File: config.mk
export PLATFORM = sky130hd
export DESIGN_NAME = mrs_core
export DESIGN_NICKNAME = d
export VERILOG_FILES = /design/src/logic/mrs_pkg.sv /design/src/logic/mrs_core.sv /design/src/logic/mrs_rate_gen.sv /design/src/logic/mrs_sync_corr.sv
export SDC_FILE = /design/constraint.sdc
export NUM_CORES = 1
export LEC_CHECK = 0
export ABC_AREA = 1
export BUFFER_PORTS_ARGS = -buffer_cell sky130_fd_sc_hd__buf_4
export CAP_MARGIN = 10
export CORE_ASPECT_RATIO = 2
export CORE_MARGIN = 5
export CORE_UTILIZATION = 40
export CTS_CLUSTER_SIZE = 14
export DETAILED_ROUTE_END_ITERATION = 16
export SKIP_LAST_GASP = 1
export SLEW_MARGIN = 15
export SYNTH_ARGS = -nofsm -noshare
export SYNTH_HDL_FRONTEND = slang
export SYNTH_SLANG_ARGS = --single-unit
File: constraint.sdc
create_clock -name mclk -period 8.3 [get_ports mclk]
set_input_delay 0.415 -clock mclk [delete_from_list [all_inputs] [get_ports mclk]]
set_output_delay 0.415 -clock mclk [all_outputs]
set_load 0.01 [all_outputs]
File: src/logic/mrs_pkg.sv
// Constants, types and field layouts shared by the modem rate/offset/sync core.
// Assumes every user sits on the single mclk domain.
// Contract
// - Symbol rate is fxosc times (256 plus mantissa) times 2^exponent over 2^28.
// - Rates from 0.6 to 500 kBaud; step doubles per exponent range.
// - Channel bandwidth is fxosc over 8 times (4 plus mantissa) times 2^exponent.
// - Offset compensation works for FSK-type modulations, never for ASK or OOK.
// - Offset tracking range is a selectable fraction of channel bandwidth.
// - With gating set, offset estimate stays frozen until carrier sense asserts.
// - Tracking gain switches from before-sync value to after-sync value.
// - Estimate is readable; host copy into synth offset shifts the synthesizer.
// - Bit sync recovers symbol clock at programmed rate, re-aligning continuously.
// - Continuous search for 16-bit sync word, optionally 32; inserted on transmit.
// - Sync word sent MSB first; byte boundaries follow the found sync word.
// - With sync detection enabled, only packets with the sync word are accepted.
// - Detection threshold selectable as 15/16, 16/16 or 30/32 matching bits.
// - Detection may need carrier sense and preamble quality above its threshold.
// - Sync pattern comes from two byte-wide configuration fields.
// - Sync mode 3 or 7 repeats the two bytes into a 32-bit pattern.
package mrs_pkg;
	localparam int RATE_BASE = 256;
	localparam int RATE_ACC_W = 28;
	localparam int OVS_LOG2 = 4;
	localparam int XOSC_KHZ_DEF = 26000;
	localparam int BW_DIV = 8;
	localparam int BW_BASE = 4;
	localparam int OFS_W = 12;
	localparam int BW_W = 12;
	localparam logic [3:0] PH_SAMPLE = 4'h8;
	localparam logic [2:0] MOD_ASK = 3'h3;
	localparam logic [1:0] THR_NONE = 2'h0;
	localparam logic [1:0] THR_15_16 = 2'h1;
	localparam logic [1:0] THR_16_16 = 2'h2;
	localparam logic [1:0] THR_30_32 = 2'h3;
	localparam logic [5:0] CNT_15 = 6'h0F;
	localparam logic [5:0] CNT_16 = 6'h10;
	localparam logic [5:0] CNT_30 = 6'h1E;
	localparam logic [5:0] SYNC_LEN16 = 6'h10;
	localparam logic [5:0] SYNC_LEN32 = 6'h20;
	localparam logic [2:0] BYTE_LAST = 3'h7;

	typedef struct packed {
		logic [7:0] rate_mantissa;
		logic [3:0] rate_exponent;
		logic [1:0] bw_mantissa;
		logic [1:0] bw_exponent;
		logic [2:0] mod_format;
		logic [2:0] sync_mode;
		logic [1:0] offset_range_limit;
		logic offset_cs_gating;
		logic [1:0] offset_gain_before_sync;
		logic [1:0] offset_gain_after_sync;
		logic [7:0] sync_word_high;
		logic [7:0] sync_word_low;
		logic pqi_qualify_en;
		logic [7:0] pqi_threshold;
	} mrs_cfg_t;

	typedef struct packed {
		logic [OFS_W-1:0] offset_estimate_status;
		logic [BW_W-1:0] channel_bw_khz;
		logic sync_found;
	} mrs_stat_t;
endpackage : mrs_pkg

File: src/logic/mrs_core.sv
// Modem core: rate generation, bit sync, sync word insert/search, offset estimate.
// Assumes rx_pin is asynchronous; all other inputs come from mclk logic.
`timescale 1ns/10ps
module mrs_core #(
	parameter int XOSC_KHZ = mrs_pkg::XOSC_KHZ_DEF
) (
	input wire logic mclk,
	input wire logic rst_b,
	input wire mrs_pkg::mrs_cfg_t cfg,
	input wire logic rx_enable,
	input wire logic rx_restart,
	input wire logic rx_pin,
	input wire logic signed [mrs_pkg::OFS_W-1:0] rx_freq,
	input wire logic rx_freq_valid,
	input wire logic carrier_sense,
	input wire logic [7:0] preamble_quality_indicator,
	input wire logic [mrs_pkg::OFS_W-1:0] synth_offset_field,
	input wire logic tx_start,
	input wire logic tx_stop,
	input wire logic [7:0] tx_data,
	output logic tx_active,
	output logic tx_bit,
	output logic tx_sym_tick,
	output logic tx_data_take,
	output logic [7:0] rx_byte,
	output logic rx_byte_valid,
	output logic packet_start,
	output mrs_pkg::mrs_stat_t status,
	output logic [mrs_pkg::OFS_W-1:0] synth_freq_offset
);
	typedef enum logic [1:0] {MRS_TX_IDLE, MRS_TX_SYNC, MRS_TX_DATA} mrs_tx_t;

	initial
	begin
		if (XOSC_KHZ < 1000 || XOSC_KHZ / (mrs_pkg::BW_DIV * mrs_pkg::BW_BASE) >= 4096)
			$error("mrs_core: XOSC_KHZ out of range");
	end

	logic sym_tick;
	logic os_tick;
	logic sync32;
	logic [31:0] pattern;
	assign sync32 = cfg.sync_mode[1:0] == mrs_pkg::THR_30_32;
	assign pattern = {cfg.sync_word_high, cfg.sync_word_low,
		cfg.sync_word_high, cfg.sync_word_low};

	// Symbol-rate ticks for transmit, 16x oversampled ticks for receive
	mrs_rate_gen #(.ACC_W(mrs_pkg::RATE_ACC_W)) u_tx_rate (
		.mclk(mclk), .rst_b(rst_b), .enable(tx_active),
		.mantissa(cfg.rate_mantissa), .exponent(cfg.rate_exponent),
		.tick(sym_tick));
	mrs_rate_gen #(.ACC_W(mrs_pkg::RATE_ACC_W - mrs_pkg::OVS_LOG2)) u_rx_rate (
		.mclk(mclk), .rst_b(rst_b), .enable(rx_enable),
		.mantissa(cfg.rate_mantissa), .exponent(cfg.rate_exponent),
		.tick(os_tick));

	// Transmit: sync word MSB first, then bytes on demand
	mrs_tx_t tx_state_reg;
	logic [31:0] tx_shift_reg;
	logic [5:0] tx_cnt_reg;
	logic [2:0] tx_bitn_reg;
	logic [5:0] sync_len;
	assign sync_len = sync32 ? mrs_pkg::SYNC_LEN32 : mrs_pkg::SYNC_LEN16;

	always_ff @(posedge mclk)
	begin
		if (!rst_b)
		begin
			tx_state_reg <= MRS_TX_IDLE;
			tx_shift_reg <= '0;
			tx_cnt_reg <= '0;
			tx_bitn_reg <= '0;
			tx_bit <= 1'b0;
			tx_data_take <= 1'b0;
		end
		else
		begin
			tx_data_take <= 1'b0;
			unique case (tx_state_reg)
				MRS_TX_IDLE:
					if (tx_start)
					begin
						tx_state_reg <= MRS_TX_SYNC;
						tx_shift_reg <= pattern;
						tx_cnt_reg <= sync_len;
					end
				MRS_TX_SYNC:
					if (tx_stop)
						tx_state_reg <= MRS_TX_IDLE;
					else if (sym_tick)
					begin
						tx_bit <= tx_shift_reg[31];
						tx_shift_reg <= {tx_shift_reg[30:0], 1'b0};
						tx_cnt_reg <= tx_cnt_reg - 6'h01;
						if (tx_cnt_reg == 6'h01)
						begin
							tx_state_reg <= MRS_TX_DATA;
							tx_shift_reg <= {tx_data, 24'h000000};
							tx_bitn_reg <= '0;
							tx_data_take <= 1'b1;
						end
					end
				MRS_TX_DATA:
					if (tx_stop)
						tx_state_reg <= MRS_TX_IDLE;
					else if (sym_tick)
					begin
						tx_bit <= tx_shift_reg[31];
						tx_bitn_reg <= tx_bitn_reg + 3'h1;
						tx_shift_reg <= {tx_shift_reg[30:0], 1'b0};
						if (tx_bitn_reg == mrs_pkg::BYTE_LAST)
						begin
							tx_shift_reg <= {tx_data, 24'h000000};
							tx_data_take <= 1'b1;
						end
					end
			endcase
		end
	end

	always_ff @(posedge mclk)
	begin
		if (!rst_b)
		begin
			tx_active <= 1'b0;
			tx_sym_tick <= 1'b0;
		end
		else
		begin
			tx_active <= (tx_state_reg != MRS_TX_IDLE || tx_start) && !tx_stop;
			tx_sym_tick <= sym_tick;
		end
	end

	// Receive pin: three flops, a change counts once stages two and three agree
	logic rx_s1_reg;
	logic rx_s2_reg;
	logic rx_s3_reg;
	logic rx_level_reg;
	always_ff @(posedge mclk)
	begin
		if (!rst_b)
		begin
			rx_s1_reg <= 1'b0;
			rx_s2_reg <= 1'b0;
			rx_s3_reg <= 1'b0;
			rx_level_reg <= 1'b0;
		end
		else
		begin
			rx_s1_reg <= rx_pin;
			rx_s2_reg <= rx_s1_reg;
			rx_s3_reg <= rx_s2_reg;
			if (rx_s2_reg == rx_s3_reg)
				rx_level_reg <= rx_s3_reg;
		end
	end

	// Bit sync: edges should land at phase 0, sample at mid-symbol
	logic [3:0] phase_reg;
	logic prev_level_reg;
	logic bit_strobe_reg;
	logic rx_bit_reg;
	logic edge_seen;
	assign edge_seen = os_tick && rx_level_reg != prev_level_reg;
	always_ff @(posedge mclk)
	begin
		if (!rst_b || !rx_enable)
		begin
			phase_reg <= '0;
			prev_level_reg <= 1'b0;
			bit_strobe_reg <= 1'b0;
			rx_bit_reg <= 1'b0;
		end
		else
		begin
			bit_strobe_reg <= os_tick && phase_reg == mrs_pkg::PH_SAMPLE;
			if (os_tick)
			begin
				prev_level_reg <= rx_level_reg;
				if (phase_reg == mrs_pkg::PH_SAMPLE)
					rx_bit_reg <= rx_level_reg;
				if (edge_seen && phase_reg != 4'h0 && phase_reg < mrs_pkg::PH_SAMPLE)
					phase_reg <= phase_reg;
				else if (edge_seen && phase_reg > mrs_pkg::PH_SAMPLE)
					phase_reg <= phase_reg + 4'h2;
				else
					phase_reg <= phase_reg + 4'h1;
			end
		end
	end

	// Sync search over a sliding bit history
	logic [31:0] hist_reg;
	logic [5:0] count16;
	logic [5:0] count32;
	logic corr_valid;
	always_ff @(posedge mclk)
	begin
		if (!rst_b)
			hist_reg <= '0;
		else if (bit_strobe_reg)
			hist_reg <= {hist_reg[30:0], rx_bit_reg};
	end

	mrs_sync_corr u_corr (
		.mclk(mclk), .rst_b(rst_b), .strobe(bit_strobe_reg),
		.history({hist_reg[30:0], rx_bit_reg}), .pattern(pattern),
		.count16(count16), .count32(count32), .valid(corr_valid));

	logic hit;
	logic qual;
	logic cs_seen_reg;
	always_comb
	begin
		unique case (cfg.sync_mode[1:0])
			mrs_pkg::THR_NONE: hit = carrier_sense;
			mrs_pkg::THR_15_16: hit = count16 >= mrs_pkg::CNT_15;
			mrs_pkg::THR_16_16: hit = count16 == mrs_pkg::CNT_16;
			mrs_pkg::THR_30_32: hit = count32 >= mrs_pkg::CNT_30;
		endcase
	end
	assign qual = (!cfg.sync_mode[2] || carrier_sense) &&
		(!cfg.pqi_qualify_en || preamble_quality_indicator > cfg.pqi_threshold);

	logic [2:0] rx_bitn_reg;
	logic [7:0] rx_acc_reg;
	always_ff @(posedge mclk)
	begin
		if (!rst_b || !rx_enable || rx_restart)
		begin
			status.sync_found <= 1'b0;
			packet_start <= 1'b0;
			rx_bitn_reg <= '0;
			rx_acc_reg <= '0;
			rx_byte <= '0;
			rx_byte_valid <= 1'b0;
		end
		else
		begin
			packet_start <= 1'b0;
			rx_byte_valid <= 1'b0;
			if (!status.sync_found && corr_valid && hit && qual)
			begin
				status.sync_found <= 1'b1;
				packet_start <= 1'b1;
				rx_bitn_reg <= '0;
			end
			else if (status.sync_found && bit_strobe_reg)
			begin
				rx_acc_reg <= {rx_acc_reg[6:0], rx_bit_reg};
				rx_bitn_reg <= rx_bitn_reg + 3'h1;
				if (rx_bitn_reg == mrs_pkg::BYTE_LAST)
				begin
					rx_byte <= {rx_acc_reg[6:0], rx_bit_reg};
					rx_byte_valid <= 1'b1;
				end
			end
		end
	end

	// Channel bandwidth readout and offset tracking limit
	logic [mrs_pkg::BW_W-1:0] bw_base;
	always_comb
	begin
		bw_base = mrs_pkg::BW_W'(XOSC_KHZ /
			(mrs_pkg::BW_DIV * (mrs_pkg::BW_BASE + int'(cfg.bw_mantissa))));
	end

	logic signed [mrs_pkg::OFS_W:0] lim;
	logic signed [mrs_pkg::OFS_W:0] est_ext;
	logic signed [mrs_pkg::OFS_W:0] err;
	logic signed [mrs_pkg::OFS_W:0] step;
	logic signed [mrs_pkg::OFS_W:0] nxt;
	logic [1:0] gain;
	logic comp_en;
	assign comp_en = cfg.mod_format != mrs_pkg::MOD_ASK && cfg.offset_range_limit != 2'h0;
	assign lim = (mrs_pkg::OFS_W+1)'(status.channel_bw_khz >> (3'h4 - 3'(cfg.offset_range_limit)));
	assign gain = status.sync_found ? cfg.offset_gain_after_sync
		: cfg.offset_gain_before_sync;
	assign est_ext = (mrs_pkg::OFS_W+1)'(signed'(status.offset_estimate_status));
	assign err = (mrs_pkg::OFS_W+1)'(rx_freq) - est_ext;
	assign step = err >>> (3'h1 + 3'(gain));
	assign nxt = est_ext + step;

	always_ff @(posedge mclk)
	begin
		if (!rst_b)
			cs_seen_reg <= 1'b0;
		else if (carrier_sense)
			cs_seen_reg <= 1'b1;
		else if (rx_restart)
			cs_seen_reg <= 1'b0;
	end

	always_ff @(posedge mclk)
	begin
		if (!rst_b)
		begin
			status.channel_bw_khz <= '0;
			status.offset_estimate_status <= '0;
			synth_freq_offset <= '0;
		end
		else
		begin
			status.channel_bw_khz <= bw_base >> cfg.bw_exponent;
			synth_freq_offset <= synth_offset_field;
			if (!comp_en)
				status.offset_estimate_status <= '0;
			else if (rx_freq_valid && !(cfg.offset_cs_gating && !cs_seen_reg))
			begin
				if (nxt > lim)
					status.offset_estimate_status <= lim[mrs_pkg::OFS_W-1:0];
				else if (nxt < -lim)
					status.offset_estimate_status <= mrs_pkg::OFS_W'(-lim);
				else
					status.offset_estimate_status <= nxt[mrs_pkg::OFS_W-1:0];
			end
		end
	end

	// Checks
	logic [2:0] since_sync_reg;
	always_ff @(posedge mclk)
	begin
		if (!rst_b || packet_start)
			since_sync_reg <= '0;
		else if (bit_strobe_reg && status.sync_found)
			since_sync_reg <= since_sync_reg + 3'h1;
	end
endmodule : mrs_core

File: src/logic/mrs_rate_gen.sv
// Phase accumulator that turns mantissa and exponent into a tick rate.
// Assumes mantissa and exponent are quasi-static configuration.
`timescale 1ns/10ps
module mrs_rate_gen #(
	parameter int ACC_W = mrs_pkg::RATE_ACC_W
) (
	input wire logic mclk,
	input wire logic rst_b,
	input wire logic enable,
	input wire logic [7:0] mantissa,
	input wire logic [3:0] exponent,
	output logic tick
);
	localparam int SUM_W = ACC_W + 2;
	logic [ACC_W-1:0] acc_reg;
	logic [SUM_W-1:0] inc;
	logic [SUM_W-1:0] sum;

	initial
	begin
		if (ACC_W < 23)
			$error("mrs_rate_gen: ACC_W too small");
	end

	// Increment (256 + mantissa) << exponent; carry out is the tick
	assign inc = SUM_W'(9'(mrs_pkg::RATE_BASE) + {1'b0, mantissa}) << exponent;
	assign sum = {2'h0, acc_reg} + inc;

	always_ff @(posedge mclk)
	begin
		if (!rst_b || !enable)
		begin
			acc_reg <= '0;
			tick <= 1'b0;
		end
		else
		begin
			acc_reg <= sum[ACC_W-1:0];
			tick <= |sum[SUM_W-1:ACC_W];
		end
	end
endmodule : mrs_rate_gen

File: src/logic/mrs_sync_corr.sv
// Sync word correlator: counts matching bits over the last 16 and 32 bits.
// Assumes the bit history and pattern come from the mclk domain.
`timescale 1ns/10ps
module mrs_sync_corr (
	input wire logic mclk,
	input wire logic rst_b,
	input wire logic strobe,
	input wire logic [31:0] history,
	input wire logic [31:0] pattern,
	output logic [5:0] count16,
	output logic [5:0] count32,
	output logic valid
);
	logic [31:0] agree;
	logic [5:0] sum16;
	logic [5:0] sum32;

	genvar gi;
	generate
		for (gi = 0; gi < 32; gi++)
		begin : g_bit
			assign agree[gi] = ~(history[gi] ^ pattern[gi]);
		end
	endgenerate

	always_comb
	begin
		sum16 = '0;
		sum32 = '0;
		for (int i = 0; i < 32; i++)
		begin
			if (i < 16)
				sum16 = sum16 + 6'(agree[i]);
			sum32 = sum32 + 6'(agree[i]);
		end
	end

	always_ff @(posedge mclk)
	begin
		if (!rst_b)
		begin
			count16 <= '0;
			count32 <= '0;
			valid <= 1'b0;
		end
		else
		begin
			valid <= strobe;
			if (strobe)
			begin
				count16 <= sum16;
				count32 <= sum32;
			end
		end
	end
endmodule : mrs_sync_corr

==> results_dict.tcl <==
set metrics [dict create \
    finalClockSkew_ps 15.0 \
    cts_resized 0 \
    syn_inst 2160 \
    grt_antenna_before_repair 0 \
    synth_xor_area_share_pct 3.59 \
    synth_warnings 0 \
    detail-route-antenna-nets 0 \
    worst_pin_slew_ps 1030 \
    grt_setup_unrepaired "no" \
    finalPower_mw 3.86 \
    p_per_area_nw_per_um2 223 \
    first_iter_violations 460 \
    synth_edf_count 0 \
    crit_buf_inv 5 \
    cp_data_arrival_time_ps 7520 \
    multi_input_area_sq_um 9440 \
    cp_top_family "adder cells" \
    place_inst 2718 \
    seq_area_frac_synth_pct 28.0 \
    cts_sinks 210 \
    largest_reg_flops 32 \
    path_clk_slew_ps 60 \
    cap_violations 0 \
    worstSetupStartpointType "register" \
    crit_path_max_incr_delay_ps 550 \
    slew_headroom_pct 31.4 \
    cpMostUsedCell "fa_1" \
    p_clk_share_pct 26.8 \
    nNetsFinal 2553 \
    start_util_pct 40.5 \
    p_sw_mw 1.53 \
    synth_cell_types 61 \
    drive_above_1_share_pct 11.0 \
    hold_viol_final 0 \
    gp_congestion 0.952 \
    clockRootBuffer "clkbuf_16" \
    grt-ovfl-total 0 \
    pre_cts_ws_ps 1010 \
    post-route-period-util_pct 85.6 \
    synth_ff_type "dfxtp_1" \
    p_leak_nw 8.55 \
    async_reset_ff_share_pct 0 \
    synth_fa_ha_area_share_pct 15.2 \
    ctsHoldBuffers 0 \
    register_area_sq_um 4200 \
    cts_buffers 22 \
    p_int_mw 2.33 \
    cts_buffer_depth 3 \
    route.detailed.drc 0 \
    fin_cells 2754 \
    ir_worst_vdd_mv 0.315 \
    cts_tree "yes" \
    fmax_mhz 141 \
    finalSetupTns_ps 0 \
    holdWs_ps 71.0 \
    vias 14505 \
    p_comb_share_pct 44.7 \
    dpl-instance-area_sq_um 16500 \
    design_area_sq_um 17300 \
    cts_setup_buffers 0 \
    grt_pass1_wl_mm 70.8 \
    setup_viol 0 \
    synth_top_family_by_area "simple AND/OR/NAND/NOR gates" \
    area_delta_synth_final_pct 14.9 \
    period_needed_ps 7110 \
    drtPass1Iterations 5 \
    utilization_pct 46.5 \
    num_rows 100 \
    wl_per_cell_um 16.2 \
    clk-insertion-delay-late_ps 520 \
    slew_viol_final 0 \
    grtUsageTotal_pct 20.7 \
    slowest_stage "fa_1" \
    switching_share_pct 39.6 \
    synth.avg_cell_area_sq_um 6.96 \
    synth-compound-area-share_pct 18.9 \
    synth_simple_gate_area_share_pct 24.7 \
    hold_class "primary input to register" \
    path_max_fanout 4 \
    ioPinCount 154 \
    fill_cells 3855 \
    die_x_um 147 \
    pwr-share-seq_pct 28.5 \
    die_h_um 284 \
    muxShareOfSynthArea_pct 0.200 \
    ys_ff_latch 210 \
    cp_data_required_time_ps 8720 \
    wl_mm 44.5 \
    crit_chain "xnor2_1, ha_1, inv_1, fa_1, fa_1, fa_1, fa_1, fa_1, fa_1, fa_1, fa_1, inv_1, fa_1, inv_1, fa_1, inv_1, fa_1, a21o_1, a21oi_1, nor2_1, o221ai_1, inv_1" \
    synth_top_area_share_pct 28.0 \
    path_class "register to register" \
    timing.final.ws_setup_ps 1190 \
    grt_max_degree 58 \
    yosysTopAreaCell "dfxtp_1" \
    netlist_area_sq_um 15000 \
    synth_area_leaders "dfxtp_1 28%, ha_1 12%, nand2_1 11%" \
    status "finished clean" \
    cts-htree-levels 1 \
    die_area_sq_um 41800 \
    core_sq_um 37200 \
    worstSetupEndpointType "register" \
    io_buffers 151 \
    viasPerCell 5.27 \
    hpwl_mm 36.3 \
    first_global_vias 14585 \
    antennaDiodeCount 0 \
]
## kinds of logic after synthesis
logic type / count (synthesis)
and+or+nand+nor: 857
AOI/OAI and AO/OA: 497
buffers and inverters: 364
DFF: 210
adders and majority gates: 167
xor gates and xnor gates: 60
muxes: 3
other: 2
## per-layer routing
metal | GRT usage (%) | part of all wire [%] | vias up
li1 | - | - | 7401
met2 | 41.7 | 55 | 334
met5 | 0 | 0 | -
met1 | 18.7 | 34 | 6627
met4 | 14.1 | 8.0 | 0
met3 | 2.22 | 3.5 | 143
## worst paths after layout
kind                     startpoint               endpoint  cells past startpoint  slack, ps
max reg2reg              rx_bit_reg      u_corr.count32[4]                     22       1190
max                      rx_bit_reg      u_corr.count32[4]                     22       1190
min          synth_offset_field[11]  synth_freq_offset[11]                      3         70
min reg2reg               rx_s1_reg              rx_s2_reg                      2        420
## final cells by class
class	instances	area share (%)
multi-input combinational	1589	54.6
sequential	210	24.3
timing repair buffer	158	6.86
inverter	302	6.59
clock buffer	31	3.79
tap	459	3.32
clock inverter	5	0.485
## power by group through the flow
stage                     sequential, mW  clock (mW)  combinational [mW]
after floorplan                     1.12           0                1.30
after global placement              1.12           0                1.68
final                               1.10        1.03                1.72
after detailed placement            1.12           0                1.72
after global routing                1.11        1.09                1.98
after CTS                           1.10        1.06                1.73
## Yosys cell counts, types with 3 or more instances
| library cell | instances |
|---|---|
| a211oi_1 | 5 |
| a21o_1 | 10 |
| a21oi_1 | 196 |
| a221oi_1 | 34 |
| a31o_2 | 3 |
| a31oi_1 | 11 |
| buf_2 | 5 |
| buf_6 | 4 |
| clkbuf_1 | 49 |
| clkinv_1 | 6 |
| dfxtp_1 | 210 |
| fa_1 | 26 |
| ha_1 | 141 |
| inv_1 | 290 |
| inv_2 | 4 |
| mux2i_1 | 3 |
| nand2_1 | 440 |
| nand2_2 | 17 |
| nand2_4 | 10 |
| nand3_1 | 131 |
| nand3_2 | 8 |
| nand4_1 | 20 |
| nor2_1 | 190 |
| nor3_1 | 22 |
| nor4_1 | 5 |
| o211ai_1 | 7 |
| o21a_1 | 9 |
| o21ai_0 | 170 |
| o21ai_1 | 8 |
| o21ai_2 | 4 |
| o21bai_1 | 8 |
| o22ai_1 | 15 |
| o31ai_1 | 5 |
| or2_2 | 3 |
| xnor2_1 | 18 |
| xor2_1 | 40 |
## cell usage in the layout, fill, tap and decap left out, drive strengths merged, types with 42 or more instances in the layout
cell type and count:
a21oi 196, buf 158, dfxtp 210, ha 141
inv 297, nand2 467, nand3 139, nor2 195
o21ai 183, xor2 42
## worst reg2reg max path, stage by stage (launching register included)
cell and delay (ps):
dfxtp_1 420, xnor2_1 110, ha_1 280, inv_1 50, fa_1 540, fa_1 530, fa_1 520, fa_1 520
fa_1 550, fa_1 530, fa_1 520, fa_1 550, inv_1 60, fa_1 460, inv_1 90, fa_1 170
inv_1 60, fa_1 400, a21o_1 170, a21oi_1 200, nor2_1 60, o221ai_1 160, inv_1 50
Note: power is estimated with default switching activity, not from simulation.
